===== src/design/rlvd_pkg.sv =====
`default_nettype none
package rlvd_pkg;

  // ----------------------------------------------------------------
  // register map (byte addresses, one aligned word each)
  // ----------------------------------------------------------------
  localparam int unsigned ADDR_W   = 8;
  localparam logic [7:0]  OFF_LVC  = 8'h00;
  localparam logic [7:0]  OFF_CTRL = 8'h04;
  localparam logic [7:0]  OFF_WDT  = 8'h08;
  localparam logic [7:0]  OFF_STAT = 8'h0C;

  // ----------------------------------------------------------------
  // low_voltage_control fields
  // ----------------------------------------------------------------
  localparam logic [7:0]  LVC_RESET     = 8'h48;
  localparam int unsigned LVC_PEND      = 7;
  localparam int unsigned LVC_RST_ALLOW = 6;
  localparam int unsigned LVC_ON_N      = 5;
  localparam int unsigned LVC_GATE_N    = 4;
  localparam int unsigned LVC_PIN_N     = 3;
  localparam int unsigned LVC_SUP_N     = 2;
  localparam int unsigned LVC_LVL_LSB   = 0;

  // ----------------------------------------------------------------
  // block control, watchdog and status fields
  // ----------------------------------------------------------------
  localparam int unsigned CTRL_W        = 4;
  localparam logic [3:0]  CTRL_RESET    = 4'h0;
  localparam int unsigned CTRL_IRQ_EN   = 0;
  localparam int unsigned CTRL_RTC_RST  = 1;
  localparam int unsigned CTRL_WDT_EN   = 2;
  localparam int unsigned CTRL_WAKE_EN  = 3;
  localparam int unsigned WDT_KICK      = 5;
  localparam int unsigned STAT_PG       = 0;
  localparam int unsigned STAT_POR_DONE = 1;
  localparam int unsigned STAT_DET_SUP  = 2;
  localparam int unsigned STAT_DET_PIN  = 3;
  localparam int unsigned STAT_CAUSE    = 8;
  localparam int unsigned CAUSE_W       = 5;
  localparam logic [4:0]  CAUSE_RESET   = 5'h01;
  localparam int unsigned CAUSE_POR     = 0;
  localparam int unsigned CAUSE_LVD     = 1;
  localparam int unsigned CAUSE_RTC     = 2;
  localparam int unsigned CAUSE_WDT     = 3;
  localparam int unsigned CAUSE_WAKE    = 4;

  // ----------------------------------------------------------------
  // pins, thresholds, timing
  // ----------------------------------------------------------------
  localparam int unsigned PIN_W       = 4;
  localparam int unsigned PIN_PG      = 0;
  localparam int unsigned PIN_RTC_SEC = 1;
  localparam int unsigned PIN_RTC_ALM = 2;
  localparam int unsigned PIN_WAKE    = 3;
  localparam int unsigned MV_W        = 12;
  localparam logic [11:0] HYST_MV     = 12'h096;
  localparam logic [11:0] PIN_THR_MV [4] = '{12'h708, 12'h79E, 12'h898, 12'h9C4};
  localparam logic [11:0] SUP_THR_MV [4] = '{12'h898, 12'h960, 12'hA8C, 12'hC1C};
  localparam logic [15:0] RESET_VECTOR   = 16'h8000;
  localparam int unsigned CLK_FREQ_KHZ   = 10000;
  localparam int unsigned POR_DELAY_US   = 4000;
  localparam int unsigned POR_DELAY_CYC  = POR_DELAY_US * CLK_FREQ_KHZ / 1000;
  localparam int unsigned WDT_PERIOD_CYC = 65536;
  localparam int unsigned RST_HOLD_CYC   = 16;

endpackage
`default_nettype wire


===== src/design/rlvd_rst_sync.sv =====
`timescale 1ns/1ns
`default_nettype none
module rlvd_rst_sync (
  // clock and reset
  input  wire logic pclk,
  input  wire logic presetn,
  // reset request from this domain
  input  wire logic rst_req,
  // synchronised system reset
  output logic      sys_rst_n
);
  import rlvd_pkg::*;

  typedef struct packed {
    logic s1;
    logic s2;
  } rlvd_sync_s;

  rlvd_sync_s st_r;
  rlvd_sync_s st_nxt;
  logic       clr_n;

  // request comes from a flop, so the clear path is glitch free
  assign clr_n = presetn & ~rst_req;

  always_comb begin
    st_nxt    = st_r;
    st_nxt.s1 = 1'b1;
    st_nxt.s2 = st_r.s1;
  end

  always_ff @(posedge pclk or negedge clr_n) begin
    if (!clr_n) begin
      st_r <= '0;
    end else begin
      st_r <= st_nxt;
    end
  end

  assign sys_rst_n = st_r.s2;
endmodule // rlvd_rst_sync
`default_nettype wire


===== src/design/rlvd_por_delay.sv =====
`timescale 1ns/1ns
`default_nettype none
module rlvd_por_delay #(
  parameter int unsigned DELAY_CYC = rlvd_pkg::POR_DELAY_CYC
) (
  // clock and reset
  input  wire logic pclk,
  input  wire logic presetn,
  // synchronised power-good level
  input  wire logic pg,
  // delay expired
  output logic      done
);
  import rlvd_pkg::*;

  localparam int unsigned CW = $clog2(DELAY_CYC + 1);

  typedef struct packed {
    logic [CW-1:0] cnt;
    logic          done;
  } rlvd_por_s;

  rlvd_por_s st_r;
  rlvd_por_s st_nxt;

  always_comb begin
    st_nxt = st_r;
    if (!pg) begin
      // losing power good restarts the whole delay
      st_nxt = '0;
    end else if (!st_r.done) begin
      if (st_r.cnt == CW'(DELAY_CYC - 1)) begin
        st_nxt.done = 1'b1;
      end else begin
        st_nxt.cnt = st_r.cnt + CW'(1);
      end
    end
  end

  always_ff @(posedge pclk or negedge presetn) begin
    if (!presetn) begin
      st_r <= '0;
    end else begin
      st_r <= st_nxt;
    end
  end

  assign done = st_r.done;
endmodule // rlvd_por_delay
`default_nettype wire


===== src/design/rlvd_top.sv =====
// Local design decisions: the APB register port and the address map.
`timescale 1ns/1ns
`default_nettype none

// How it works
// release reset 4 ms after power good
// reset spans ramp plus counter interval
// OR all reset sources into one
// fetch address forced to 8000h in reset
// power good loss restarts full reset
// four thresholds from 2-bit level field
// detection interrupts if enabled, else resets
// software gates output off while settling
// software enable order, 30 us wait
// bit 7 pending, set by hardware, write-0 clears
// bit 6 allows detector reset, resets 1
// bit 5 low switches detector on
// bit 4 low passes detector output
// bit 3 low senses pin, resets 1
// bit 2 low senses regulator supply
// 150 mV hysteresis on comparison
// rtc events reset only when allowed
// watchdog resets unless bit 5 kicked
// port wakeup resets during sleep
// delay count parameter from clock rate
// reset asserts async, releases through synchroniser
module rlvd_top #(
  parameter int unsigned POR_CYC = rlvd_pkg::POR_DELAY_CYC,
  parameter int unsigned WDT_CYC = rlvd_pkg::WDT_PERIOD_CYC,
  parameter int unsigned HOLD_CYC = rlvd_pkg::RST_HOLD_CYC
) (
  // apb clock and reset
  input  wire logic                        pclk,
  input  wire logic                        presetn,
  // apb slave
  input  wire logic                        psel,
  input  wire logic                        penable,
  input  wire logic                        pwrite,
  input  wire logic [rlvd_pkg::ADDR_W-1:0] paddr,
  input  wire logic [31:0]                 pwdata,
  input  wire logic [3:0]                  pstrb,
  output logic [31:0]                      prdata,
  output logic                             pready,
  output logic                             pslverr,
  // asynchronous pins
  input  wire logic                        power_good_level,
  input  wire logic                        rtc_second,
  input  wire logic                        rtc_alarm,
  input  wire logic                        port_wake,
  // same-clock inputs
  input  wire logic                        sleep_mode,
  input  wire logic [rlvd_pkg::MV_W-1:0]   regulator_input_supply,
  input  wire logic [rlvd_pkg::MV_W-1:0]   pin_voltage,
  // to core
  output logic                             sys_rst_n,
  output logic                             fetch_restart,
  output logic [15:0]                      fetch_addr,
  output logic                             undervolt_irq
);
  import rlvd_pkg::*;

  // ----------------------------------------------------------------
  // state
  // ----------------------------------------------------------------
  localparam int unsigned WW = $clog2(WDT_CYC + 1);
  localparam int unsigned HW = $clog2(HOLD_CYC + 1);

  typedef struct packed {
    logic [7:0]         lvc;
    logic [CTRL_W-1:0]  ctrl;
    logic [CAUSE_W-1:0] cause;
    logic [PIN_W-1:0]   s1;
    logic [PIN_W-1:0]   s2;
    logic [PIN_W-1:0]   s3;
    logic               det_sup;
    logic               det_pin;
    logic               gated_d;
    logic [WW-1:0]      wdt_cnt;
    logic [HW-1:0]      hold;
    logic               rst_req;
    logic               pready;
    logic               pslverr;
    logic [31:0]        prdata;
    logic               irq;
    logic               restart;
    logic [15:0]        fetch;
  } rlvd_state_s;

  // core held in reset with the vector already loaded
  localparam rlvd_state_s ST_RESET = '{
    lvc:     LVC_RESET,
    ctrl:    CTRL_RESET,
    cause:   CAUSE_RESET,
    s1:      '0,
    s2:      '0,
    s3:      '0,
    det_sup: 1'b0,
    det_pin: 1'b0,
    gated_d: 1'b0,
    wdt_cnt: '0,
    hold:    '0,
    rst_req: 1'b1,
    pready:  1'b0,
    pslverr: 1'b0,
    prdata:  '0,
    irq:     1'b0,
    restart: 1'b1,
    fetch:   RESET_VECTOR
  };

  rlvd_state_s      r;
  rlvd_state_s      n;
  logic             por_done;
  logic [PIN_W-1:0] pins;

  assign pins = {port_wake, rtc_alarm, rtc_second, power_good_level};

  // ----------------------------------------------------------------
  // submodules
  // ----------------------------------------------------------------
  rlvd_por_delay #(
    .DELAY_CYC (POR_CYC)
  ) u_por (
    .pclk    (pclk),
    .presetn (presetn),
    .pg      (r.s2[PIN_PG]),
    .done    (por_done)
  );

  rlvd_rst_sync u_sync (
    .pclk      (pclk),
    .presetn   (presetn),
    .rst_req   (r.rst_req),
    .sys_rst_n (sys_rst_n)
  );

  // ----------------------------------------------------------------
  // next state
  // ----------------------------------------------------------------
  logic              access;
  logic              hit;
  logic              commit;
  logic [31:0]       rdata;
  logic [1:0]        lvl;
  logic [11:0]       thr_sup;
  logic [11:0]       thr_pin;
  logic [12:0]       rel_sup;
  logic [12:0]       rel_pin;
  logic              gated;
  logic              lvd_evt;
  logic              lvd_rst;
  logic              rtc_evt;
  logic              wdt_evt;
  logic              wake_evt;
  logic              kick;
  logic [PIN_W-1:0]  rise;

  always_comb begin
    n        = r;
    access   = psel & penable;
    hit      = 1'b1;
    rdata    = '0;
    kick     = 1'b0;
    wdt_evt  = 1'b0;

    // ----------------------------------------------------------------
    // pin synchronisers
    // ----------------------------------------------------------------
    // two-flop pin synchronisers, third stage for edges
    n.s1 = pins;
    n.s2 = r.s1;
    n.s3 = r.s2;
    rise = r.s2 & ~r.s3;

    // ----------------------------------------------------------------
    // register read mux
    // ----------------------------------------------------------------
    case (paddr)
      OFF_LVC:  rdata = {24'h000000, r.lvc};
      OFF_CTRL: rdata = {28'h0000000, r.ctrl};
      OFF_WDT:  rdata = '0;
      OFF_STAT: begin
        rdata                            = '0;
        rdata[STAT_PG]                   = r.s2[PIN_PG];
        rdata[STAT_POR_DONE]             = por_done;
        rdata[STAT_DET_SUP]              = r.det_sup;
        rdata[STAT_DET_PIN]              = r.det_pin;
        rdata[STAT_CAUSE +: CAUSE_W]     = r.cause;
      end
      default:  hit = 1'b0;
    endcase

    // ----------------------------------------------------------------
    // apb response
    // ----------------------------------------------------------------
    // one wait state: answer at the second access edge
    commit = access & r.pready & pwrite & hit & pstrb[0];
    if (access && !r.pready) begin
      n.pready  = 1'b1;
      n.pslverr = ~hit;
      n.prdata  = (hit && !pwrite) ? rdata : '0;
    end else begin
      n.pready  = 1'b0;
      n.pslverr = 1'b0;
    end

    // ----------------------------------------------------------------
    // register writes
    // ----------------------------------------------------------------
    if (commit) begin
      case (paddr)
        OFF_LVC: begin
          n.lvc[LVC_RST_ALLOW:0] = pwdata[LVC_RST_ALLOW:0];
          if (!pwdata[LVC_PEND]) begin
            n.lvc[LVC_PEND] = 1'b0;
          end
        end
        OFF_CTRL: begin
          n.ctrl = pwdata[CTRL_W-1:0];
        end
        OFF_WDT: begin
          kick = pwdata[WDT_KICK];
        end
        OFF_STAT: begin
          n.cause = r.cause & ~pwdata[STAT_CAUSE +: CAUSE_W];
        end
        default:  n.ctrl = r.ctrl;
      endcase
    end

    // ----------------------------------------------------------------
    // voltage detector
    // ----------------------------------------------------------------
    lvl     = r.lvc[LVC_LVL_LSB +: 2];
    thr_sup = SUP_THR_MV[lvl];
    thr_pin = PIN_THR_MV[lvl];
    // release only at or above threshold plus hysteresis
    rel_sup = {1'b0, thr_sup} + {1'b0, HYST_MV};
    rel_pin = {1'b0, thr_pin} + {1'b0, HYST_MV};

    if (r.lvc[LVC_ON_N] || r.lvc[LVC_SUP_N]) begin
      n.det_sup = 1'b0;
    end else if (r.det_sup) begin
      n.det_sup = ({1'b0, regulator_input_supply} < rel_sup);
    end else begin
      n.det_sup = (regulator_input_supply < thr_sup);
    end

    if (r.lvc[LVC_ON_N] || r.lvc[LVC_PIN_N]) begin
      n.det_pin = 1'b0;
    end else if (r.det_pin) begin
      n.det_pin = ({1'b0, pin_voltage} < rel_pin);
    end else begin
      n.det_pin = (pin_voltage < thr_pin);
    end

    // output gate; software keeps it shut while settling
    gated     = ~r.lvc[LVC_GATE_N] & (r.det_sup | r.det_pin);
    n.gated_d = gated;
    lvd_evt   = gated & ~r.gated_d;
    lvd_rst   = lvd_evt & ~r.ctrl[CTRL_IRQ_EN] & r.lvc[LVC_RST_ALLOW];
    if (lvd_evt) begin
      n.lvc[LVC_PEND] = 1'b1;
    end
    n.irq = n.lvc[LVC_PEND] & r.ctrl[CTRL_IRQ_EN];

    // ----------------------------------------------------------------
    // rtc, wakeup, watchdog
    // ----------------------------------------------------------------
    rtc_evt  = r.ctrl[CTRL_RTC_RST] & (rise[PIN_RTC_SEC] | rise[PIN_RTC_ALM]);
    wake_evt = sleep_mode & r.ctrl[CTRL_WAKE_EN] & rise[PIN_WAKE];

    if (!r.ctrl[CTRL_WDT_EN] || kick) begin
      n.wdt_cnt = '0;
    end else if (r.wdt_cnt == WW'(WDT_CYC - 1)) begin
      n.wdt_cnt = '0;
      wdt_evt   = 1'b1;
    end else begin
      n.wdt_cnt = r.wdt_cnt + WW'(1);
    end

    // ----------------------------------------------------------------
    // combined reset
    // ----------------------------------------------------------------
    // short events are stretched so the core sees a clean pulse
    if (lvd_rst || rtc_evt || wdt_evt || wake_evt) begin
      n.hold = HW'(HOLD_CYC);
    end else if (r.hold != '0) begin
      n.hold = r.hold - HW'(1);
    end
    // pg loss clears por_done, so a fast cycle gets the full delay
    n.rst_req = ~por_done | (n.hold != '0);

    // ----------------------------------------------------------------
    // reset causes
    // ----------------------------------------------------------------
    // sticky causes; a new cause wins over a clear
    if (!por_done) begin
      n.cause[CAUSE_POR] = 1'b1;
    end
    if (lvd_rst) begin
      n.cause[CAUSE_LVD] = 1'b1;
    end
    if (rtc_evt) begin
      n.cause[CAUSE_RTC] = 1'b1;
    end
    if (wdt_evt) begin
      n.cause[CAUSE_WDT] = 1'b1;
    end
    if (wake_evt) begin
      n.cause[CAUSE_WAKE] = 1'b1;
    end

    // ----------------------------------------------------------------
    // fetch restart
    // ----------------------------------------------------------------
    // fetch restarts at the normal-mode vector
    // next request, not the registered one: restart must not lag the async reset
    n.restart = n.rst_req | ~sys_rst_n;
    if (n.restart) begin
      n.fetch = RESET_VECTOR;
    end
  end

  // ----------------------------------------------------------------
  // state register
  // ----------------------------------------------------------------
  always_ff @(posedge pclk or negedge presetn) begin
    if (!presetn) begin
      r <= ST_RESET;
    end else begin
      r <= n;
    end
  end

  // ----------------------------------------------------------------
  // outputs
  // ----------------------------------------------------------------
  // sys_rst_n: async assert, two-stage release
  assign prdata        = r.prdata;
  assign pready        = r.pready;
  assign pslverr       = r.pslverr;
  assign fetch_restart = r.restart;
  assign fetch_addr    = r.fetch;
  assign undervolt_irq = r.irq;

endmodule // rlvd_top
`default_nettype wire


===== config.mk =====
export PLATFORM = sky130hd
export DESIGN_NAME = rlvd_top
export DESIGN_NICKNAME = d
export VERILOG_FILES = /design/src/design/rlvd_pkg.sv /design/src/design/rlvd_rst_sync.sv /design/src/design/rlvd_por_delay.sv /design/src/design/rlvd_top.sv
export SDC_FILE = /design/constraint.sdc
export NUM_CORES = 1
export LEC_CHECK = 0
export BUFFER_PORTS_ARGS = -buffer_cell sky130_fd_sc_hd__clkbuf_2
export CORE_UTILIZATION = 30
export CTS_BUF_LIST = sky130_fd_sc_hd__clkbuf_8
export DETAILED_ROUTE_END_ITERATION = 7
export GPL_TIMING_DRIVEN = 1
export MAX_ROUTING_LAYER = met4
export SYNTH_ARGS = -nofsm -noshare
export SYNTH_HDL_FRONTEND = slang
export SYNTH_HIERARCHICAL = 1
export SYNTH_SLANG_ARGS = --single-unit

===== constraint.sdc =====
create_clock -name pclk -period 0.85 [get_ports pclk]
set_clock_uncertainty 0.05 [all_clocks]
set_input_delay 0 -clock pclk [delete_from_list [all_inputs] [get_ports pclk]]
set_output_delay 0 -clock pclk [all_outputs]
set_load 0.01 [all_outputs]

# --- After elaboration in Yosys (flattened, before gate mapping) ---
# Index checks and enable logic that the tools add are counted.
totals:
  ff_bits: 110
  latch_bits: 0
  ram_bits: 0
  rom_bits: 0
  input_bits: 78
  out_inout_bits: 53
  n_memories: 0
classes:
  addsub: 5
  n_mul: 0
  div_mod_pow: 0
  magnitude_cmp: 5
  eq_ne: 9
  shifts: 0
  n_mux: 37
  bitwise: 30
  n_reduce_logical: 31
ops:
  columns: ["cell", "count"]
  rows:
  - ["$mux W17", 5]
  - ["$bmux W12 S2", 2]
  - ["$mux W12", 4]
  - ["$pmux W13 S3", 1]
  - ["$mux W32", 1]
  - ["$add A12 B8 Y13 const B", 2]
  - ["$lt A12 B13 Y1", 2]
  - ["$lt A12 B12 Y1", 2]
  - ["$add A17 B1 Y17 const B", 1]
  - ["$eq A17 B16 Y1 const B", 1]
  - ["$mux W1", 17]
  - ["$add A16 B1 Y16 const B", 1]
  - ["$eq A16 B16 Y1 const B", 1]
  - ["$eq A8 B4 Y1 const B", 2]
  - ["$mux W16", 1]
  - ["$reduce_and A2 Y1", 8]
  - ["$reduce_bool A2 Y1", 8]
  - ["$mux W5", 3]
  - ["$and A1 B1 Y1", 14]
  - ["$reduce_bool A5 Y1", 2]
  - ["$eq A8 B3 Y1 const B", 1]
  - ["$logic_not A8 Y1", 1]
  - ["$mux W8", 1]
  - ["$ne A2 B2 Y1 const B", 4]
  - ["other kinds (15)", 32]

# --- Depth between registers and ports, before layout ---
depth:
  word_depth: 14
  mapped_depth: 11
  depth_no_buf: 11

# --- Cells and area by module ---
# Netlist, hierarchy kept.
by_module_without_submodules:
  columns: ["mod", "n_inst", "cells_each", "area_per_inst_um2", "seq_area_each_um2"]
  rows:
  - ["rlvd_top", 1, 420, 4235.3, 1783.0]
  - ["rlvd_por_delay", 1, 95, 943.4, 425.4]
  - ["rlvd_rst_sync", 1, 4, 67.6, 50.0]

# --- Worst setup path before layout ---
# Ideal clock, no wire load.
synth_timing:
  path_type: "reg2reg"
  startpoint: "register r (netlist bit lvl[1])"
  endpoint: "register r[77] (netlist name)"
  t_arrival_ns: 2.401
  setup_slack_ns: -1.668
  stages_incl_launch_ff: 9
  path_buffers: 0
  synth_period_minus_slack_ns: 2.518
  path_cell_list: "dfrtp_1 inv_1 ha_1 inv_1 ha_1 a2111oi_0 a31oi_1 a2111oi_0 o41a_1"
synth_rtl:
  columns: ["item", "line_no", "rtl"]
  rows:
  - ["from (decl)", "rlvd_top.sv:111", "rlvd_state_s r;"]
  - ["from (signal assigned)", "rlvd_top.sv:332", "r <= n;"]

==> flow_summary.yaml <==
synthesis:
  synth_cell_types: 60
  synth_cells: 519
  synth-simple-area-share: 0.167
  synth_compound_area_frac: 0.125
  ys_dominant_reg_cell: "sky130_fd_sc_hd__dfrtp_1"
  yosys_register_bits: 90
  largest_family_of_logic_cells_by_synthesized_area: "simple AND/OR/NAND/NOR gates"
  number_of_warning_messages_in_the_yosys_log: 6
  synthesized_area_divided_by_synthesized_cell_count_um2: 10.1
  synth.area.mux_share: 0.0351
  post_synth_xor_area_fraction: 0.0334
  synth_area_um2: 5250
  ys_seq_area_frac: 0.430
  synth_enable_flop_cells: 0
  synth_fa_ha_area_frac: 0.112
  postSynth.asyncResetShare: 1.00
placed_design:
  final_wtd_congestion: 0.850
  count_of_port_buffers_added_during_placement: 71
  hpwl_um: 10400
  placed_cells_incl_taps: 919
  postPlaceCellArea_um2: 6860
finish:
  syn_to_final_growth_pct: 50.6
  design.final.nets: 885
  fin_util: 0.470
  final.fill_count: 1579
  drive_gt1_frac: 0.475
  n_antenna_cell: 0
  final_cell_count_no_fill: 985
  layout_common_cells: "sky130_fd_sc_hd__buf_4, sky130_fd_sc_hd__dfrtp_1, sky130_fd_sc_hd__clkbuf_2"
  most_frequent_standard_cell_in_the_layout_excluding_fill_and_tap_cells: "sky130_fd_sc_hd__buf_4"
  final_cell_area_um2: 7900
critical_path:
  timing.rr.end: "r[77]"
  worst-path-max-fanout: 5
  path_class: "reg2reg"
  critical_path.slowest_cell: "sky130_fd_sc_hd__dfrtp_2"
  timing.critical_path.max_delay_family: "compound AO/OA/AOI/OAI gates"
  crit-reg2reg-launch: "lvl[0]"
  worst_setup_path_end_kind: "flop"
  cp.arrival_ps: 2530
  worst-path-stages: 8
  cp-startpoint: "lvl[0]"
  ff2ff_path_depth: 8
  worst_path_buf_inv: 2
  r2r_setup_slack_ps: -1420
  path_cells: "inv_4, ha_2, inv_1, ha_1, a21o_1, a211o_1, a2111oi_4, o41a_1"
  capture_point_of_the_worst_path: "r[77]"
  cp_required_ps: 1110
  critical_path.max_stage_delay_ps: 480
  start_kind: "flop"
clock_tree:
  cts.hold.buffers_added: 18
  tritoncts.num_buffers: 9
  cts_root_buf: "sky130_fd_sc_hd__clkbuf_8"
  cts_tree: "built"
  tritoncts_num_sinks: 90
  cts_htree_levels: 3
  worst_setup_hold_path_clk_slew_ps: 90
  worst_skew_pair_later_pin_latency_ps: 370
  cts-root-to-sink-buffers: 2
global_route:
  vias_in_the_first_global_route: 4729
  initial_antenna_violation_count: 0
  gr-usage-all-layers: 0.164
  grt-ovfl-total: 0
  grt_first_pass_wirelength_um: 22600
  grt_max_degree: 35
job:
  count_of_maximum_capacitance_violations: 0
routing:
  met2WireLength_um: 6860
  viasPerCell: 4.62
  routed_wl_um: 13800
  route.met3.wl_um: 474
  ant_nets: 0
  remaining_drc_errors: 0
  firstDrtPassIters: 4
  route.vias.total: 4552
  wl_met1_um: 6270
  avgRoutedWirePerCell_um: 14.0
  highest_layer: "met4"
  drt_iter0_drc: 162
power:
  max-vdd-ir-drop_v: 0.000674
  power_density_over_the_cells_nw_per_um2: 1230
  power.static_leakage_uw: 0.00379
timing:
  finalHoldWorstSlack_ps: -124
  max_freq_ghz: 0.440
  fin_crit_period_ps: 2270
  finalMaxSlewViolations: 0
  setup_viol: 94
  unrepaired_setup_endpoints_after_global_routing: "yes"
  min_period_over_period: 2.67
  finalHoldViolations: 4
  layout_setup_ws_ps: -1420
min_path:
  min_delay_path_depth: 3
  holdCritPathClass: "in2reg"
status:
  failed_checks: "negative hold slack, negative setup slack"
  run_status: "finished with violations"
floorplan:
  core_area_um2: 16800
  starting_utilization_of_the_core_area: 0.312
  fp-row-count: 47
  die_h_um: 134
  die-width_um: 134
  die_area_um2: 18000
  boundaryPins: 131
==> cell families after synthesis <==
kind of cell	Yosys count
mux	17
flops	90
compound gates	96
fa+ha+maj	47
xor+xnor	20
buf+inv	82
other cells	3
simple gates	164
==> state kept, by name (all words and copies together) (netlist names) <==
| name | cells |
|---|---|
| fetch_restart | 1 |
| lvl | 2 |
| n | 8 |
| prdata | 13 |
| pready | 1 |
| pslverr | 1 |
| r | 44 |
| u_por/done | 1 |
| u_por/st_r | 16 |
| u_sync/st_nxt | 1 |
| u_sync/sys_rst_n | 1 |
| undervolt_irq | 1 |
==> synth_stat cells, types with 4 or more instances <==
library cell / count / share of area
sky130_fd_sc_hd__dfrtp_1: 85 / 0.41
sky130_fd_sc_hd__buf_4: 49 / 0.070
sky130_fd_sc_hd__ha_1: 47 / 0.11
sky130_fd_sc_hd__nand2_1: 42 / 0.030
sky130_fd_sc_hd__nor2_1: 38 / 0.027
sky130_fd_sc_hd__o21ai_0: 29 / 0.028
sky130_fd_sc_hd__inv_1: 25 / 0.018
sky130_fd_sc_hd__a21oi_1: 19 / 0.018
sky130_fd_sc_hd__nand3_1: 14 / 0.013
sky130_fd_sc_hd__xnor2_1: 12 / 0.020
sky130_fd_sc_hd__mux2_2: 11 / 0.024
sky130_fd_sc_hd__a22o_1: 9 / 0.015
sky130_fd_sc_hd__nand4_1: 9 / 0.011
sky130_fd_sc_hd__nor2b_1: 8 / 0.0095
sky130_fd_sc_hd__nor3_1: 8 / 0.0076
sky130_fd_sc_hd__xor2_1: 8 / 0.013
sky130_fd_sc_hd__nand2b_1: 7 / 0.0083
sky130_fd_sc_hd__or4_1: 7 / 0.010
sky130_fd_sc_hd__mux2i_1: 6 / 0.011
sky130_fd_sc_hd__dfstp_2: 5 / 0.025
sky130_fd_sc_hd__a21o_1: 4 / 0.0057
sky130_fd_sc_hd__a22oi_1: 4 / 0.0057
sky130_fd_sc_hd__clkbuf_1: 4 / 0.0029
sky130_fd_sc_hd__o21a_1: 4 / 0.0057
sky130_fd_sc_hd__o31ai_1: 4 / 0.0057
sky130_fd_sc_hd__or2_2: 4 / 0.0048
sky130_fd_sc_hd__or3_1: 4 / 0.0048
==> metrics by stage <==
stage,total power [uW],worst slack [ps],setup TNS (ps)
6_report,9710,-1420,-76980
5_1_grt,10200,-1530,-81930
4_1_cts,9720,-1400,-78370
3_5_place_dp,6570,-1480,-82190
3_3_place_gp,6460,-1380,-80590
2_1_floorplan,5710,-1290,-71050
==> final cells by class <==
cell class / instances / area (um^2) / area share
multi-input combinational: 381 / 3110 / 0.394
sequential: 90 / 2260 / 0.286
timing repair buffer: 252 / 1940 / 0.246
tap: 220 / 275 / 0.0348
clock buffer: 9 / 124 / 0.0157
inverter: 26 / 110 / 0.0139
clock inverter: 7 / 75.1 / 0.00950
==> worst min-delay path by stage <==
stage                     startpoint        end  slack, ps
after CTS                  pwdata[7]     r[106]       -150
after detailed placement     presetn  prdata[9]       -200
after floorplan              presetn     lvl[0]       -350
after global placement       presetn  prdata[9]       -200
after global routing       pwdata[7]     r[106]       -130
final                      pwdata[7]     r[106]       -120
==> where the power goes <==
part	switching, uW	internal, uW
Sequential	125	4470
Combinational	1030	1090
Clock	1620	1380
==> routing by layer <==
metal / global-route usage / up-vias
li1: - / 2235
met4: 0.0593 / 0
met3: 0.0249 / 12
met1: 0.205 / 2219
met5: - / -
met2: 0.267 / 86
==> tightest hold or removal path, stage by stage <==
cell and delay [ps]:
sky130_fd_sc_hd__clkbuf_2 110, sky130_fd_sc_hd__o41ai_4 90, sky130_fd_sc_hd__nand2_1 50
==> timing repair <==
action	in CTS	in global routing
buffers inserted	26	11
endpoints found under the hold margin	113	3
cloned	1	0
resized for setup	45	66
pin swaps	32	33
setup endpoints to repair	95	97
(Power assumes the default switching activity.)
